===== config.mk =====
export PLATFORM = sky130hd
export DESIGN_NAME = dram_ctrl
export DESIGN_NICKNAME = d
export VERILOG_FILES = /design/src/core/dram_ctrl_pkg.sv /design/src/core/dram_ctrl.sv
export VERILOG_INCLUDE_DIRS = /design/src /design/src/core
export SDC_FILE = /design/constraint.sdc
export NUM_CORES = 1
export LEC_CHECK = 0
export BUFFER_PORTS_ARGS = -buffer_cell sky130_fd_sc_hd__clkbuf_2
export CAP_MARGIN = 30
export CORE_UTILIZATION = 30
export DETAILED_ROUTE_END_ITERATION = 10
export HOLD_SLACK_MARGIN = 0.08
export SYNTH_ARGS = -nofsm -noshare
export SYNTH_HDL_FRONTEND = slang
export SYNTH_SLANG_ARGS = --single-unit

===== constraint.sdc =====
create_clock -name mclk -period 2.6 [get_ports mclk]
set_input_delay 0.39 -clock mclk [delete_from_list [all_inputs] [get_ports mclk]]
set_output_delay 0.39 -clock mclk [all_outputs]
set_load 0.005 [all_outputs]

===== src/core/dram_ctrl_regs.svh =====
/*
 Timing and field constants for the multiplexed bit-wide DRAM controller.
 Assumes a 100 MHz controller clock; included by its bare name.
*/
`ifndef DRAM_CTRL_REGS_SVH
`define DRAM_CTRL_REGS_SVH
`define CLK_PERIOD_NS 10
`define ROW_BITS 7
`define COL_BITS 7
`define ADDR_BITS 13
`define ROW_COUNT 128
`define REFRESH_MS 2
`define REFRESH_INTERVAL_NS (`REFRESH_MS * 1000000 / `ROW_COUNT)
`define REFRESH_CYC (`REFRESH_INTERVAL_NS / `CLK_PERIOD_NS)
`define INIT_CYCLES 8
`define T_ROW_SETUP_NS 30
`define T_ROW_SETUP_CYC ((`T_ROW_SETUP_NS + `CLK_PERIOD_NS - 1) / `CLK_PERIOD_NS)
`define T_STROBE_LOW_NS 250
`define T_STROBE_LOW_CYC ((`T_STROBE_LOW_NS + `CLK_PERIOD_NS - 1) / `CLK_PERIOD_NS)
`define T_PRECHARGE_NS 150
`define T_PRECHARGE_CYC ((`T_PRECHARGE_NS + `CLK_PERIOD_NS - 1) / `CLK_PERIOD_NS)
`define T_WRITE_PULSE_NS 80
`define T_WRITE_PULSE_CYC ((`T_WRITE_PULSE_NS + `CLK_PERIOD_NS - 1) / `CLK_PERIOD_NS)
`endif


===== src/core/dram_ctrl_pkg.sv =====
/*
 Types for the multiplexed bit-wide DRAM controller.
 Assumes nothing beyond the standard language.
*/
package dram_ctrl_pkg;
  typedef enum logic [6:0] {
    ST_IDLE = 7'h01,
    ST_ROW = 7'h02,
    ST_COL = 7'h04,
    ST_ACT = 7'h08,
    ST_WPULSE = 7'h10,
    ST_PRE = 7'h20,
    ST_REF = 7'h40
  } ctrl_state_e;
endpackage


===== src/core/dram_ctrl.sv =====
/*
 Controller for an 8,192 x 1 dynamic RAM with a seven-line address bus.
 Holds request handshake, strobe sequencing, row-only refresh, power-up
 cycles. Assumes the memory answers on a separate data-out pin that may be
 shared with data-in; data-out arrives asynchronously and is synchronised.
*/
// Functional notes
// Thirteen-bit address selects one of 8,192 cells
// Row half driven, latched on row strobe fall
// Column half driven, latched on column strobe fall
// Half variant forces column bit zero
// Address stable before each strobe falls
// Row strobe acts as chip enable
// Column strobe acts as chip select
// Write enable high reads, low writes
// Early write keeps data-out floating
// Data captured on later strobe or write
// Early write holds data-in across column fall
// Delayed write holds data-in across write fall
// Read data returned without inversion
// Data-out floats until column strobe falls
// Data-out valid while column strobe low
// Delayed write drives output like read
// Every row refreshed within two milliseconds
// Refresh cycles row strobe, column strobe high
// Row-only refresh produces no output
// Inputs latched, data-out unlatched
// Page mode reuses open row; the controller closes the row after every access
// Eight cycles performed after power-up
// Seven-bit refresh row counter advances per refresh
`timescale 1ns/1ps
`include "dram_ctrl_regs.svh"
module dram_ctrl
  import dram_ctrl_pkg::*;
#(
  parameter int REFRESH_CYC = `REFRESH_CYC,
  parameter bit HALF_ARRAY = 1'b0,
  parameter bit HALF_SIDE = 1'b0,
  parameter int ACCESS_CYC = `T_STROBE_LOW_CYC
) (
  input wire logic mclk,
  input wire logic arst_n,
  input wire logic req_valid,
  output logic req_ready,
  input wire logic req_write,
  input wire logic [`ADDR_BITS-1:0] req_addr,
  input wire logic req_wdata,
  output logic rsp_valid,
  output logic rsp_rdata,
  output logic init_done,
  output logic [`ROW_BITS-1:0] mux_address_bus,
  output logic row_strobe_n,
  output logic col_strobe_n,
  output logic write_en_n,
  output logic data_in,
  input wire logic data_out
);
  logic rst_s1_r, rst_n_r;
  logic q_s1_r, q_s2_r;
  ctrl_state_e state_r, state_nxt;
  logic [15:0] cnt_r, cnt_nxt;
  logic [15:0] ref_cnt_r, ref_cnt_nxt;
  logic ref_due_r, ref_due_nxt;
  logic [`ROW_BITS-1:0] ref_row_r, ref_row_nxt;
  logic [3:0] init_r, init_nxt;
  logic [`ROW_BITS-1:0] addr_r, addr_nxt;
  logic ras_r, ras_nxt, cas_r, cas_nxt, we_r, we_nxt, d_r, d_nxt;
  logic [`ADDR_BITS-1:0] a_r, a_nxt;
  logic wr_r, wr_nxt, rv_r, rv_nxt, rd_r, rd_nxt;
  logic init_busy;

  // Column half with bit zero always pinned: to HALF_SIDE for half-array parts, to zero otherwise
  function automatic logic [`COL_BITS-1:0] col_of(
    input logic [`ADDR_BITS-1:0] a);
    logic [`COL_BITS-1:0] c;
    // Six upper address bits sit above the pinned bit zero
    c = {a[`ADDR_BITS-1:`ROW_BITS], 1'b0};
    if (HALF_ARRAY) begin
      c[0] = HALF_SIDE;
    end
    return c;
  endfunction

  // Reset release through two flops
  always_ff @(posedge mclk or negedge arst_n) begin
    if (!arst_n) begin
      rst_s1_r <= 1'b0;
      rst_n_r <= 1'b0;
    end else begin
      rst_s1_r <= 1'b1;
      rst_n_r <= rst_s1_r;
    end
  end

  // Data-out is unlatched at the pin, so it is synchronised here
  always_ff @(posedge mclk or negedge rst_n_r) begin
    if (!rst_n_r) begin
      q_s1_r <= 1'b0;
      q_s2_r <= 1'b0;
    end else begin
      q_s1_r <= data_out;
      q_s2_r <= q_s1_r;
    end
  end

  assign init_busy = (init_r != 4'(`INIT_CYCLES));
  assign req_ready = (state_r == ST_IDLE) && !ref_due_r && !init_busy;
  assign init_done = !init_busy;
  assign mux_address_bus = addr_r;
  assign row_strobe_n = ras_r;
  assign col_strobe_n = cas_r;
  assign write_en_n = we_r;
  assign data_in = d_r;
  assign rsp_valid = rv_r;
  assign rsp_rdata = rd_r;

  // Sequencer: refresh beats requests; power-up uses refresh cycles
  always_comb begin
    state_nxt = state_r;
    cnt_nxt = (cnt_r != 16'h0000) ? cnt_r - 16'h0001 : cnt_r;
    ref_cnt_nxt = ref_cnt_r + 16'h0001;
    ref_due_nxt = ref_due_r;
    ref_row_nxt = ref_row_r;
    init_nxt = init_r;
    addr_nxt = addr_r;
    ras_nxt = ras_r;
    cas_nxt = cas_r;
    we_nxt = we_r;
    d_nxt = d_r;
    a_nxt = a_r;
    wr_nxt = wr_r;
    rv_nxt = 1'b0;
    rd_nxt = rd_r;
    case (state_r)
      ST_IDLE: begin
        if (ref_due_r || init_busy) begin
          addr_nxt = ref_row_r;
          cas_nxt = 1'b1;
          cnt_nxt = 16'(`T_ROW_SETUP_CYC);
          state_nxt = ST_REF;
        end else if (req_valid) begin
          a_nxt = req_addr;
          wr_nxt = req_write;
          addr_nxt = req_addr[`ROW_BITS-1:0];
          we_nxt = !req_write;
          d_nxt = req_wdata;
          cnt_nxt = 16'(`T_ROW_SETUP_CYC);
          state_nxt = ST_ROW;
        end
      end
      ST_ROW: begin
        if (cnt_r == 16'h0000) begin
          ras_nxt = 1'b0;
          cnt_nxt = 16'(`T_ROW_SETUP_CYC);
          state_nxt = ST_COL;
        end
      end
      ST_COL: begin
        if (cnt_r == 16'h0001) begin
          addr_nxt = col_of(a_r);
        end else if (cnt_r == 16'h0000) begin
          cas_nxt = 1'b0;
          cnt_nxt = 16'(ACCESS_CYC);
          state_nxt = ST_ACT;
        end
      end
      ST_ACT: begin
        // Early write holds data-in through the whole strobe window
        if (cnt_r == 16'h0000) begin
          if (!wr_r) begin
            rd_nxt = q_s2_r;
            rv_nxt = 1'b1;
          end else begin
            rv_nxt = 1'b1;
          end
          // Row closes after every access, so no page burst runs
          cas_nxt = 1'b1;
          ras_nxt = 1'b1;
          we_nxt = 1'b1;
          cnt_nxt = 16'(`T_PRECHARGE_CYC);
          state_nxt = ST_PRE;
        end
      end
      ST_WPULSE: begin
        state_nxt = ST_PRE;
      end
      ST_PRE: begin
        if (cnt_r == 16'h0000) begin
          state_nxt = ST_IDLE;
        end
      end
      ST_REF: begin
        if (ras_r && cnt_r == 16'h0000) begin
          ras_nxt = 1'b0;
          cnt_nxt = 16'(`T_STROBE_LOW_CYC);
        end else if (!ras_r && cnt_r == 16'h0000) begin
          ras_nxt = 1'b1;
          ref_row_nxt = ref_row_r + 7'h01;
          ref_due_nxt = 1'b0;
          if (init_busy) begin
            init_nxt = init_r + 4'h1;
          end
          cnt_nxt = 16'(`T_PRECHARGE_CYC);
          state_nxt = ST_PRE;
        end
      end
      default: state_nxt = ST_IDLE;
    endcase
    // Interval tick after the case, so a new tick beats a refresh clear
    if (ref_cnt_r >= 16'(REFRESH_CYC - 1)) begin
      ref_cnt_nxt = 16'h0000;
      ref_due_nxt = 1'b1;
    end
  end

  // Registers of the sequencer
  always_ff @(posedge mclk or negedge rst_n_r) begin
    if (!rst_n_r) begin
      state_r <= ST_IDLE;
      cnt_r <= 16'h0000;
      ref_cnt_r <= 16'h0000;
      ref_due_r <= 1'b0;
      ref_row_r <= 7'h00;
      init_r <= 4'h0;
      addr_r <= 7'h00;
      ras_r <= 1'b1;
      cas_r <= 1'b1;
      we_r <= 1'b1;
      d_r <= 1'b0;
      a_r <= 13'h0000;
      wr_r <= 1'b0;
      rv_r <= 1'b0;
      rd_r <= 1'b0;
    end else begin
      state_r <= state_nxt;
      cnt_r <= cnt_nxt;
      ref_cnt_r <= ref_cnt_nxt;
      ref_due_r <= ref_due_nxt;
      ref_row_r <= ref_row_nxt;
      init_r <= init_nxt;
      addr_r <= addr_nxt;
      ras_r <= ras_nxt;
      cas_r <= cas_nxt;
      we_r <= we_nxt;
      d_r <= d_nxt;
      a_r <= a_nxt;
      wr_r <= wr_nxt;
      rv_r <= rv_nxt;
      rd_r <= rd_nxt;
    end
  end
endmodule // dram_ctrl


==> impl_metrics.env <==
export IMPL_grt_pass1_wl_mm=13.6
export IMPL_port_buffer_count=33
export IMPL_drive_gt1_frac=0.225
export IMPL_required_ns=2.81
export IMPL_drc=0
export IMPL_hold_depth=1
export IMPL_die_y_um=114
export IMPL_rr_startpoint="cnt_r[0]"
export IMPL_drv_slew=0
export IMPL_min_delay_start="data_out"
export IMPL_fp_row_count=40
export IMPL_grt_overflow_total=0
export IMPL_synthesis_area_mm2=0.00375
export IMPL_hp_class="input pin to flip-flop"
export IMPL_dieWidth_um=114
export IMPL_grt_setup_unrepaired="false"
export IMPL_antenna_found_initial=0
export IMPL_synth_top_area_frac=0.468
export IMPL_drt_initial_drc_count=155
export IMPL_vdd_ir_drop_max_mv=0.395
export IMPL_cp_end_kind="flip-flop"
export IMPL_avgSynthCellArea_um2=10.3
export IMPL_synth_edf_count=0
export IMPL_tns_ns=0
export IMPL_period_share=0.880
export IMPL_ys_ff_latch=74
export IMPL_cts_sinks=74
export IMPL_yosys_area_top_type="dfrtp_1"
export IMPL_setup_violations_final=0
export IMPL_drt_wl_total_mm=8.01
export IMPL_num_io_pins=34
export IMPL_max_slew_margin=0.494
export IMPL_avgViaCountPerCell=4.79
export IMPL_grt_total_usage=0.132
export IMPL_critPathArrivalTime_ns=2.50
export IMPL_outcome="finished clean"
export IMPL_whs_ns=0.168
export IMPL_synth_warnings=0
export IMPL_drv_cap=0
export IMPL_max_freq_ghz=0.437
export IMPL_async_flop_share=1.00
export IMPL_n_antenna_cell=0
export IMPL_synth_area_leaders="dfrtp_1 47%, mux2_2 4.8%, nor2_1 3.9%, xor2_1 3.7%, xnor2_1 3.5%"
export IMPL_numCtsBuffers=9
export IMPL_hpwl_mm=5.79
export IMPL_h_tree_depth=3
export IMPL_area_growth_pct=20.1
export IMPL_drt_pass1_iterations=5
export IMPL_grt_pass1_vias=2802
export IMPL_min_to="q_s1_r"
export IMPL_hold_viol=0
export IMPL_synthCells=362
export IMPL_postRouteAntennaNets=0
export IMPL_initial_core_util=0.309
export IMPL_fin_skew_ns=0.00675
export IMPL_cp_max_fo=11
export IMPL_globalplace_congestion=0.834
export IMPL_power_density_mw_per_mm2=575
export IMPL_synth_seq_area_share=0.496
export IMPL_r2r_end="cnt_r[15]"
export IMPL_wire_per_inst_um=13.8
export IMPL_die_area_mm2=0.0129
export IMPL_core_mm2=0.0121
export IMPL_nNetsFinal=437
export IMPL_regToRegSetupSlack_ns=0.31
export IMPL_clk_latency_ns=0.33
export IMPL_cts_tree="built"
export IMPL_ff2ff_path_depth=9
export IMPL_vias=2784
export IMPL_grt_max_degree=35
export IMPL_fin_crit_ns=2.29
export IMPL_cts_buffer_depth=2
export IMPL_cts_resized=0
export IMPL_root_buffer="clkbuf_16"
export IMPL_clk_pin_slew_ns=0.06
export IMPL_start_kind="flip-flop"
export IMPL_critPathKind="flip-flop to flip-flop"
export IMPL_synth_cell_types=56
export IMPL_worstMarginPinSlew_ns=0.759
export IMPL_leakagePower_nw=2.08
export IMPL_synth_main_ff_cell="dfrtp_1"
==> power breakdown <==
group          internal [mW]  switching (mW)  total [mW]
clock network          0.917           0.464        1.38
logic                 0.0149          0.0200      0.0349
registers               1.16          0.0118        1.17
total                   2.09           0.496        2.59
==> registers in the layout (all words and copies together) (netlist names), 4 cells and up <==
register,cells
a_r,6
cnt_r,16
init_r,4
mux_address_bus,7
ref_cnt_r,16
ref_row_r,7
state_r,6
==> cell usage after synthesis, types with 3 or more instances <==
master	instances
a21oi_1	11
and2_1	5
and3_1	4
buf_2	8
clkbuf_1	4
dfrtp_1	70
dfstp_2	4
ha_1	10
inv_1	12
mux2_2	16
mux2i_1	6
nand2_1	26
nand3_1	18
nand4_1	9
nand4b_1	3
nor2_1	39
nor2b_1	4
nor3_1	10
nor3b_1	3
nor4_1	3
o21ai_0	21
o311a_1	3
xnor2_1	15
xor2_1	16
==> metrics by stage <==
stage | utilization | power [mW] | instance area [um2] | setup slack (ns) | std cells
2_1_floorplan | - | 1.20 | 3760 | 0.368 | 366
3_3_place_gp | 0.343 | 1.23 | 4150 | 0.367 | 564
3_5_place_dp | 0.343 | 1.23 | 4150 | 0.313 | 564
4_1_cts | 0.371 | 2.62 | 4500 | 0.341 | 581
5_1_grt | 0.371 | 2.67 | 4500 | 0.200 | 581
6_report | 0.371 | 2.59 | 4500 | 0.312 | 581
==> logic make-up after synthesis <==
kind of cell | after synthesis | share of synthesized area
AO/OA/AOI/OAI | 53 | 0.0895
buffers and inverters | 26 | 0.0297
flip-flops | 74 | 0.496
other | 2 | 0.00200
multiplexers | 23 | 0.0681
AND/OR/NAND/NOR | 143 | 0.209
XOR/XNOR | 31 | 0.0725
adder cells (fa/ha/maj) | 10 | 0.0334
==> worst max-delay path: stages (launching register included) <==
cell and delay, ns:
dfrtp_1 0.44, inv_1 0.11, ha_1 0.18, nor4b_1 0.24, and4_1 0.27, buf_4 0.16, nand2_1 0.06, a221oi_1 0.37
buf_4 0.26, nor2_1 0.07
==> layout by cell type (no fill, tap or decap), types with 10 or more instances in the layout <==
cell type	instances
dfrtp_1	69
nor2_1	39
clkbuf_2	33
nand2_1	26
o21ai_0	21
nand3_1	18
xor2_1	16
mux2_2	16
xnor2_1	15
inv_1	12
a21oi_1	11
nor3_1	10
ha_1	10
buf_4	10
==> worst max-delay path by stage <==
stage | startpoint | endpoint | slack [ns]
floorplan | cnt_r[0] | cnt_r[0] | 0.37
global placement | cnt_r[0] | cnt_r[8] | 0.37
detailed placement | cnt_r[0] | cnt_r[8] | 0.31
CTS | cnt_r[0] | cnt_r[8] | 0.34
global route | cnt_r[0] | cnt_r[11] | 0.20
finish | cnt_r[0] | cnt_r[15] | 0.31
==> repair_timing <==
action	in CTS	in global routing
hold endpoints to repair	2	0
setup buffers	0	0
hold buffers	1	0
==> per-layer routing <==
metal	track usage	part of all wire
met1	0.172	0.46
met2	0.218	0.49
met3	0.0181	0.036
met4	0.0623	0.019
met5	0	0
==> cell type report <==
type | count | area (um2)
timing repair buffer | 44 | 250
fill | 1230 | 7610
tap | 168 | 210
clock buffer | 12 | 267
inverter | 13 | 48.8
multi-input combinational | 266 | 1790
clock inverter | 4 | 72.6
sequential | 74 | 1860
(Power assumes the default switching activity.)
